## src/inc/aawc_pkg.sv

```systemverilog
// area access wait control: shared constants, types and decode
// assumes a single 20 MHz bus clock and AHB-Lite register access

package aawc_pkg;

   // ------------------------------------------------------------
   // register map
   // ------------------------------------------------------------
   localparam logic [31:0] AAWC_OFS_CTRL = 32'h0000_0000;
   localparam logic [31:0] AAWC_OFS_STAT = 32'h0000_0004;
   localparam logic [31:0] AAWC_WORD_MASK = 32'hffff_fffc;

   // control field layout
   localparam int AAWC_WAIT_LSB = 7;
   localparam int AAWC_WAIT_MSB = 10;
   localparam int AAWC_MASK_BIT = 6;
   localparam int AAWC_HOLD_LSB = 0;
   localparam int AAWC_HOLD_MSB = 1;
   localparam int AAWC_RSV_LSB = 2;
   localparam int AAWC_RSV_MSB = 5;

   // status field layout
   localparam int AAWC_STAT_BUSY = 0;
   localparam int AAWC_STAT_STALL = 1;

   // reset values
   localparam logic [3:0] AAWC_WAIT_RST = 4'ha;
   localparam logic AAWC_MASK_RST = 1'b0;
   localparam logic [1:0] AAWC_HOLD_RST = 2'h0;

   // ahb-lite
   localparam int AAWC_HTRANS_ACT = 1;
   localparam logic AAWC_HRESP_OKAY = 1'b0;

   // ------------------------------------------------------------
   // types
   // ------------------------------------------------------------
   typedef enum logic [1:0] {
      AAWC_IDLE,
      AAWC_STROBE,
      AAWC_HOLD
   } aawc_state_t;

   // ------------------------------------------------------------
   // wait code to wait cycles; reserved codes fall back to longest
   // ------------------------------------------------------------
   function automatic logic [4:0] aawc_wait_cycles(input logic [3:0] code);
      case (code)
         4'h7: return 5'h08;
         4'h8: return 5'h0a;
         4'h9: return 5'h0c;
         4'ha: return 5'h0e;
         4'hb: return 5'h12;
         4'hc: return 5'h18;
         4'hd, 4'he, 4'hf: return 5'h18;
         default: return {1'b0, code};
      endcase
   endfunction

endpackage

```

## src/verilog/aawc_half_stage.sv

```systemverilog
// area access wait control: falling-edge retiming of strobes
// assumes the same bus clock; gives the half-cycle offset of strobes
`timescale 1ns/1ps

module aawc_half_stage #(
   parameter int W = 1
) (
   // clock and reset
   input wire logic i_clk,
   input wire logic i_rstn,
   // strobes, active low
   input wire logic [W-1:0] i_strobe_n,
   output logic [W-1:0] o_strobe_n
);

   typedef struct packed {
      logic [W-1:0] q;
   } aawc_half_t;

   aawc_half_t r;
   aawc_half_t next_r;

   generate
      if (W < 1) begin : g_chk
         $error("aawc_half_stage: W must be at least 1");
      end
   endgenerate

   always_comb begin
      next_r = r;
      next_r.q = i_strobe_n;
      if (!i_rstn) begin
         next_r.q = '1;
      end
   end

   // --------------------------------------------------------------
   // falling edge stage
   // --------------------------------------------------------------
   always_ff @(negedge i_clk) begin
      r <= next_r;
   end

   assign o_strobe_n = r.q;

endmodule

```

## src/verilog/aawc_regs.sv

```systemverilog
// area access wait control: ahb-lite slave with control and status
// assumes one slave on the bus; answers every transfer with no wait
`timescale 1ns/1ps

module aawc_regs
   import aawc_pkg::*;
(
   // clock and reset
   input wire logic i_clk,
   input wire logic i_rstn,
   // ahb-lite slave
   input wire logic i_hsel,
   input wire logic [31:0] i_haddr,
   input wire logic [1:0] i_htrans,
   input wire logic i_hwrite,
   input wire logic [2:0] i_hsize,
   input wire logic [31:0] i_hwdata,
   input wire logic i_hready,
   output logic [31:0] o_hrdata,
   output logic o_hreadyout,
   output logic o_hresp,
   // configuration to the access engine
   output logic [3:0] o_wait_code,
   output logic o_wait_mask,
   output logic [1:0] o_hold_code,
   // engine state
   input wire logic i_busy,
   input wire logic i_stall
);

   typedef struct packed {
      logic ap_valid;
      logic ap_write;
      logic [31:0] ap_addr;
      logic [3:0] wait_code;
      logic wait_mask;
      logic [1:0] hold_code;
      logic [31:0] rdata;
   } aawc_regs_t;

   aawc_regs_t r;
   aawc_regs_t next_r;
   logic [31:0] word;

   always_comb begin
      next_r = r;
      next_r.ap_valid = 1'b0;
      next_r.rdata = '0;
      word = '0;
      // data phase write
      if (r.ap_valid && r.ap_write && r.ap_addr == AAWC_OFS_CTRL) begin
         next_r.wait_code = i_hwdata[AAWC_WAIT_MSB:AAWC_WAIT_LSB];
         next_r.wait_mask = i_hwdata[AAWC_MASK_BIT];
         next_r.hold_code = i_hwdata[AAWC_HOLD_MSB:AAWC_HOLD_LSB];
      end
      // address phase; read word built from post-write values
      if (i_hready && i_hsel && i_htrans[AAWC_HTRANS_ACT]) begin
         next_r.ap_valid = 1'b1;
         next_r.ap_write = i_hwrite;
         next_r.ap_addr = i_haddr & AAWC_WORD_MASK;
         if ((i_haddr & AAWC_WORD_MASK) == AAWC_OFS_CTRL) begin
            word[AAWC_WAIT_MSB:AAWC_WAIT_LSB] = next_r.wait_code;
            word[AAWC_MASK_BIT] = next_r.wait_mask;
            word[AAWC_HOLD_MSB:AAWC_HOLD_LSB] = next_r.hold_code;
         end else if ((i_haddr & AAWC_WORD_MASK) == AAWC_OFS_STAT) begin
            word[AAWC_STAT_BUSY] = i_busy;
            word[AAWC_STAT_STALL] = i_stall;
         end
         if (!i_hwrite) begin
            next_r.rdata = word;
         end
      end
      if (!i_rstn) begin
         next_r = '0;
         next_r.wait_code = AAWC_WAIT_RST;
         next_r.wait_mask = AAWC_MASK_RST;
         next_r.hold_code = AAWC_HOLD_RST;
      end
   end

   always_ff @(posedge i_clk) begin
      r <= next_r;
   end

   assign o_hrdata = r.rdata;
   assign o_hreadyout = 1'b1;
   assign o_hresp = AAWC_HRESP_OKAY;
   assign o_wait_code = r.wait_code;
   assign o_wait_mask = r.wait_mask;
   assign o_hold_code = r.hold_code;
endmodule

```

## src/verilog/aawc_top.sv

```systemverilog
// area access wait control: external access engine for one area
// assumes synchronous inputs on the 20 MHz bus clock
// Behaviour
// - wait code selects 0..6,8,10,12,14,18,24 cycles
// - wait code resets to 1010, fourteen cycles
// - mask 0 honours external wait, resets 0
// - mask applies also with zero wait cycles
// - bits 5..2 read zero, write zero
// - strobe to select negation 0.5..3.5 cycles
`timescale 1ns/1ps

module aawc_top
   import aawc_pkg::*;
#(
   parameter int AW = 24,
   parameter int DW = 32
) (
   // clock and reset
   input wire logic i_clk,
   input wire logic i_rstn,
   // ahb-lite register slave
   input wire logic i_hsel,
   input wire logic [31:0] i_haddr,
   input wire logic [1:0] i_htrans,
   input wire logic i_hwrite,
   input wire logic [2:0] i_hsize,
   input wire logic [31:0] i_hwdata,
   input wire logic i_hready,
   output logic [31:0] o_hrdata,
   output logic o_hreadyout,
   output logic o_hresp,
   // on-chip access request
   input wire logic i_req,
   input wire logic i_req_write,
   input wire logic [AW-1:0] i_req_addr,
   input wire logic [DW-1:0] i_req_wdata,
   output logic o_req_ready,
   output logic o_done,
   output logic [DW-1:0] o_rdata,
   // external memory pins
   output logic [AW-1:0] o_ext_addr,
   output logic o_area_select_n,
   output logic o_rd_n,
   output logic [DW/8-1:0] o_byte_lane_strobe_n,
   output logic [DW-1:0] o_ext_data,
   output logic o_ext_data_oe,
   input wire logic [DW-1:0] i_ext_data,
   input wire logic i_ext_wait_n
);

   localparam int BW = DW / 8;

   generate
      if (DW % 8 != 0 || DW < 8 || DW > 32 || AW < 1 || AW > 32) begin : g_chk
         $error("aawc_top: unsupported AW or DW");
      end
   endgenerate

   // --------------------------------------------------------------
   // state
   // --------------------------------------------------------------
   typedef struct packed {
      aawc_state_t st;
      logic [4:0] cnt;
      logic [1:0] hold;
      logic write;
      logic [AW-1:0] addr;
      logic [DW-1:0] wdata;
      logic [DW-1:0] rdata;
      logic select_n;
      logic done;
      logic stall;
   } aawc_top_t;

   aawc_top_t r;
   aawc_top_t next_r;

   logic [3:0] wait_code;
   logic wait_mask;
   logic [1:0] hold_code;
   logic wait_hit;
   logic rd_pre_n;
   logic [BW-1:0] we_pre_n;

   // --------------------------------------------------------------
   // register slave
   // --------------------------------------------------------------
   aawc_regs u_regs (
      .i_clk(i_clk),
      .i_rstn(i_rstn),
      .i_hsel(i_hsel),
      .i_haddr(i_haddr),
      .i_htrans(i_htrans),
      .i_hwrite(i_hwrite),
      .i_hsize(i_hsize),
      .i_hwdata(i_hwdata),
      .i_hready(i_hready),
      .o_hrdata(o_hrdata),
      .o_hreadyout(o_hreadyout),
      .o_hresp(o_hresp),
      .o_wait_code(wait_code),
      .o_wait_mask(wait_mask),
      .o_hold_code(hold_code),
      .i_busy(r.st != AAWC_IDLE),
      .i_stall(r.stall)
   );

   // external wait counts only when unmasked
   assign wait_hit = !wait_mask && !i_ext_wait_n;

   // --------------------------------------------------------------
   // access sequencer
   // --------------------------------------------------------------
   always_comb begin
      next_r = r;
      next_r.done = 1'b0;
      next_r.stall = 1'b0;
      case (r.st)
         AAWC_IDLE: begin
            if (i_req) begin
               next_r.st = AAWC_STROBE;
               next_r.cnt = aawc_wait_cycles(wait_code);
               next_r.write = i_req_write;
               next_r.addr = i_req_addr;
               next_r.wdata = i_req_wdata;
               next_r.select_n = 1'b0;
            end
         end
         AAWC_STROBE: begin
            if (r.cnt != 5'h00) begin
               next_r.cnt = r.cnt - 5'h01;
            end else if (wait_hit) begin
               // zero-wait accesses are stretched too
               next_r.stall = 1'b1;
            end else begin
               next_r.st = AAWC_HOLD;
               next_r.hold = hold_code;
               if (!r.write) begin
                  next_r.rdata = i_ext_data;
               end
            end
         end
         AAWC_HOLD: begin
            if (r.hold != 2'h0) begin
               next_r.hold = r.hold - 2'h1;
            end else begin
               // select negates hold code + 0.5 cycles after strobe; address keeps its value
               next_r.st = AAWC_IDLE;
               next_r.select_n = 1'b1;
               next_r.done = 1'b1;
            end
         end
         default: begin
            next_r.st = AAWC_IDLE;
            next_r.select_n = 1'b1;
         end
      endcase
      if (!i_rstn) begin
         next_r = '0;
         next_r.st = AAWC_IDLE;
         next_r.select_n = 1'b1;
      end
   end

   always_ff @(posedge i_clk) begin
      r <= next_r;
   end

   // --------------------------------------------------------------
   // strobes, half a cycle after the state
   // --------------------------------------------------------------
   assign rd_pre_n = !(r.st == AAWC_STROBE && !r.write);
   assign we_pre_n = (r.st == AAWC_STROBE && r.write) ? '0 : '1;

   aawc_half_stage #(
      .W(BW + 1)
   ) u_half (
      .i_clk(i_clk),
      .i_rstn(i_rstn),
      .i_strobe_n({rd_pre_n, we_pre_n}),
      .o_strobe_n({o_rd_n, o_byte_lane_strobe_n})
   );

   // --------------------------------------------------------------
   // outputs
   // --------------------------------------------------------------
   assign o_req_ready = r.st == AAWC_IDLE;
   assign o_done = r.done;
   assign o_rdata = r.rdata;
   assign o_ext_addr = r.addr;
   assign o_area_select_n = r.select_n;
   assign o_ext_data = r.wdata;
   assign o_ext_data_oe = r.write && !r.select_n;
endmodule
```

## config.mk

```make
export PLATFORM = sky130hd
export DESIGN_NAME = aawc_top
export DESIGN_NICKNAME = d
export VERILOG_FILES = /design/src/inc/aawc_pkg.sv /design/src/verilog/aawc_half_stage.sv /design/src/verilog/aawc_regs.sv /design/src/verilog/aawc_top.sv
export SDC_FILE = /design/constraint.sdc
export NUM_CORES = 1
export LEC_CHECK = 0
export ABC_AREA = 1
export BUFFER_PORTS_ARGS = -buffer_cell sky130_fd_sc_hd__buf_2
export CAP_MARGIN = 20
export CORE_MARGIN = 3
export CORE_UTILIZATION = 43
export DETAILED_ROUTE_END_ITERATION = 6
export GPL_ROUTABILITY_DRIVEN = 0
export PLACE_DENSITY_LB_ADDON = 0.25
export SETUP_SLACK_MARGIN = 0.5
export SKIP_LAST_GASP = 1
export SLEW_MARGIN = 10
export SYNTH_ARGS = -nofsm -noshare
export SYNTH_HDL_FRONTEND = slang
export SYNTH_SLANG_ARGS = --single-unit
export TNS_END_PERCENT = 50
```

## constraint.sdc

```tcl
create_clock -name i_clk -period 1.44 [get_ports i_clk]
set_input_delay 0.072 -clock i_clk [delete_from_list [all_inputs] [get_ports i_clk]]
set_output_delay 0.072 -clock i_clk [all_outputs]
set_load 0.005 [all_outputs]
```

==> summary.txt <==
Clocking
  – Worst-Skew Late Latency: 0.45 ns
  – CTS tree: done
  – Root buffer cell: clkbuf_16
  – Clock buffer depth: 2
  – Worst-path clk slew: 0.07 ns
  – Cts bufs inserted: 17
  – CTS H-tree depth: 4
  – Clk sinks: 149
  – Hold Buf Count CTS: 125

Yosys
  – Post-synth EDFFs: 0
  – Post-Synth Simple-Gate Area: 0.202
  – Largest family of logic cells by synthesized area: buffers and inverters
  – Adder-cell share of the synthesized area: 0.00379
  – Yosys reg bits: 149
  – Post-synth cell types: 28
  – Post-synth top cells: 230 x nor2_1, 149 x dfxtp_1, 130 x buf_4
  – Asr flop ratio synth: 0
  – Warnings, synthesis: 0
  – Count leader, synth: nor2_1
  – Top_reg_cell synth: dfxtp_1
  – Post-synthesis xor/xnor area fraction: 0.00265
  – Average size of a mapped cell: 7.50 sq um
  – Synth area leaders: dfxtp_1 45%, buf_4 15%, nor2_1 13%
  – Area leader, netlist: dfxtp_1
  – Share of the synthesized area in the top cell type: 0.452
  – Mux share of post-synthesis cell area: 0
  – Post-Syn Instances: 881
  – Post-synthesis compound-gate area fraction: 0.135
  – Synthesized area: 6600 sq um
  – Post-synthesis sequential area ratio: 0.452

Power and ir drop
  – Pwr dens: 1170 nW/um^2
  – Clock share of power: 0.382
  – Seq pwr share: 0.367
  – Switching share of total power: 0.288
  – Logic pwr share: 0.252
  – Net switching power figure: 3.72 mW
  – Max VDD drop: 0.975 mV
  – Internal power: 9.20 mW
  – Leakage: 4.99 nW

Routing
  – Detailed Routing Iterations Pass 1: 5
  – Met2 wire len: 12.4 mm
  – DRC viols: 0
  – Routed length on met3: 2.00 mm
  – Metal-1 WL: 8.75 mm
  – ANT nets after route: 0
  – Post-Route WL: 23.9 mm
  – Drt wl/cell: 17.1 um
  – DR vias/cell: 4.99
  – Vias: 6976
  – Top sig layer: met5
  – DR iter-0 viols: 335

Final layout
  – Area of the multi-input gates: 3340 sq um
  – Filler Cells Inserted: 1016
  – FF+latch area: 3000 sq um
  – Final Instance Area: 11000 sq um
  – Non-filler cells, final: 1398
  – Share of layout cells above drive strength 1: 0.466
  – Final net count: 1368
  – Layout Area Growth over Synthesis: 66.7%
  – ANT cells: 0

GRT
  – Gr usage total: 0.234
  – Vias in the first global route: 6542
  – Gr ovfl total: 0
  – Largest net degree at the start of global routing: 131
  – Initial antenna violation count: 1
  – First-pass GRT wire length: 31.4 mm

STA
  – Setup-failing EPs final: 63
  – Pins Over Slew Limit: 0
  – Worst-Margin Slew: 0.826 ns
  – Final hold viol count: 1
  – Post-route setup TNS: -3.64 ns
  – Setup WS post-layout: -0.314 ns
  – Min Hold Slack: -0.0585 ns
  – Headroom to the max-slew limit: 0.449
  – Final Cycle Share: 1.22
  – RSZ-0062 raised after global routing: yes
  – Final min period: 1.75 ns
  – Worst clock skew: 0.0400 ns
  – Fmax: 570 MHz

Die
  – I/O pin cnt: 296
  – Row cnt: 44
  – Initial Utilization: 0.448
  – Core area: 14800 sq um
  – Die span in x: 130 um
  – Die height: 130 um
  – DIE AREA: 16900 sq um

Critical path
  – Setup Crit Path Kind: reg -> reg
  – Worst Setup Start Kind: flop
  – CP Capture Type: flop
  – Worst path required time: 1.73 ns
  – Crit Path Max Fanout: 6
  – WP data arrival: 2.04 ns

Hold path
  – Hold Path Class: in -> reg

Run status
  – Outcome: complete, but fails checks
  – Failing checks: negative hold slack, negative setup slack

Placed design
  – Placed cells: 1189
  – Hpwl dp: 11.0 mm
  – Dpl ws: -0.0952 ns
  – Input/output buffers: 237
  – Cell Area, Placed: 7280 sq um

Run
  – Max-cap viol count: 0
[path summary, 6_finish.rpt]
path | start | to | slack, ns | cells past startpoint
setup / recovery | r[99] | o_ext_data[24] | -0.31 | 9
hold reg to reg | u_regs.r[69] | u_regs.r[69] | 0.44 | 2
hold / removal | i_ext_wait_n | r[0] | -0.06 | 4
setup reg to reg | r[99] | o_ext_data[24] | -0.31 | 9
[placed cells by master, fill, tap and decap left out, types with 3 or more instances in the layout]
cell type and count:
nor2_2 48, buf_16 13, nor2_1 137, a21oi_1 38, buf_4 23, dfxtp_1 140
nand2_2 9, nand3_2 5, dlygate4sd3_1 125, nand2_1 47, inv_1 45, bufinv_16 4
o21ai_0 46, clkbuf_16 19, buf_8 4, buf_12 11, o21ai_4 3, nand3_1 7
inv_2 10, nor3_1 3, o21ai_1 20, clkinv_4 3, o21ai_2 65, nand2_8 4
nand2_4 8, nand3b_1 6, nor2_4 53, dfxtp_2 8, conb_1 27, buf_2 233
buf_6 25
[state kept, by name (all words and copies together) (netlist names)]
signal              count
o_ext_data             32
o_rdata                32
u_regs.r               32
o_ext_addr             24
r                      11
u_regs.o_hrdata         7
u_regs.o_wait_code      4
u_half.o_strobe_n       2
u_regs.o_hold_code      2
o_area_select_n         1
o_done                  1
u_regs.o_wait_mask      1
[area by class of cell]
class / count / area share
clock buffers: 18 / 0.0399
clock inverters: 16 / 0.0200
inverters: 56 / 0.0207
flip-flops and latches: 149 / 0.272
repair buffers: 436 / 0.323
well taps: 184 / 0.0209
multi-input cells: 539 / 0.303
[power groups by stage]
stage	clock network [mW]	registers [mW]	logic, mW
after floorplan	0.0130	4.69	1.28
after global placement	0.0130	4.70	1.63
after detailed placement	0.0130	4.71	1.64
after CTS	4.98	4.63	2.61
after global routing	5.18	4.76	3.46
final	4.93	4.74	3.25
[critical path, stage by stage (launching register included)]
cell and delay [ns]:
dfxtp_2 0.33, buf_6 0.12, nor2_4 0.17, buf_12 0.13
nand2_8 0.10, inv_12 0.13, buf_12 0.12, clkbuf_16 0.15
nor2_2 0.05, nor2_1 0.32
[repair_timing]
action,in CTS,in global routing
cloned,16,2
setup buffers,22,11
endpoints found under the hold margin,128,1
pin swaps,47,95
setup endpoints to repair,184,219
resized for setup,128,239
[routing by layer]
layer	global-route usage	up-vias
li1	-	3303
met4	0.0923	2
met2	0.435	328
met5	0	-
met3	0.0643	71
met1	0.251	3272
[through the flow]
step / utilization / total power [mW]
global route: 0.746 / 13.4
finish: 0.746 / 12.9
detailed placement: 0.494 / 6.37
CTS: 0.687 / 12.2
global placement: 0.494 / 6.35
floorplan: - / 5.98
[kinds of logic (layout without fill, tap and decap cells)]
kind of cell	count (synthesis)	after routing
fa+ha+maj	2	2
buf+inv	221	526
flops	149	149
other cells	2	27
compound gates	176	176
xor+xnor	2	2
simple gates	329	332
(Power assumes the default switching activity.)
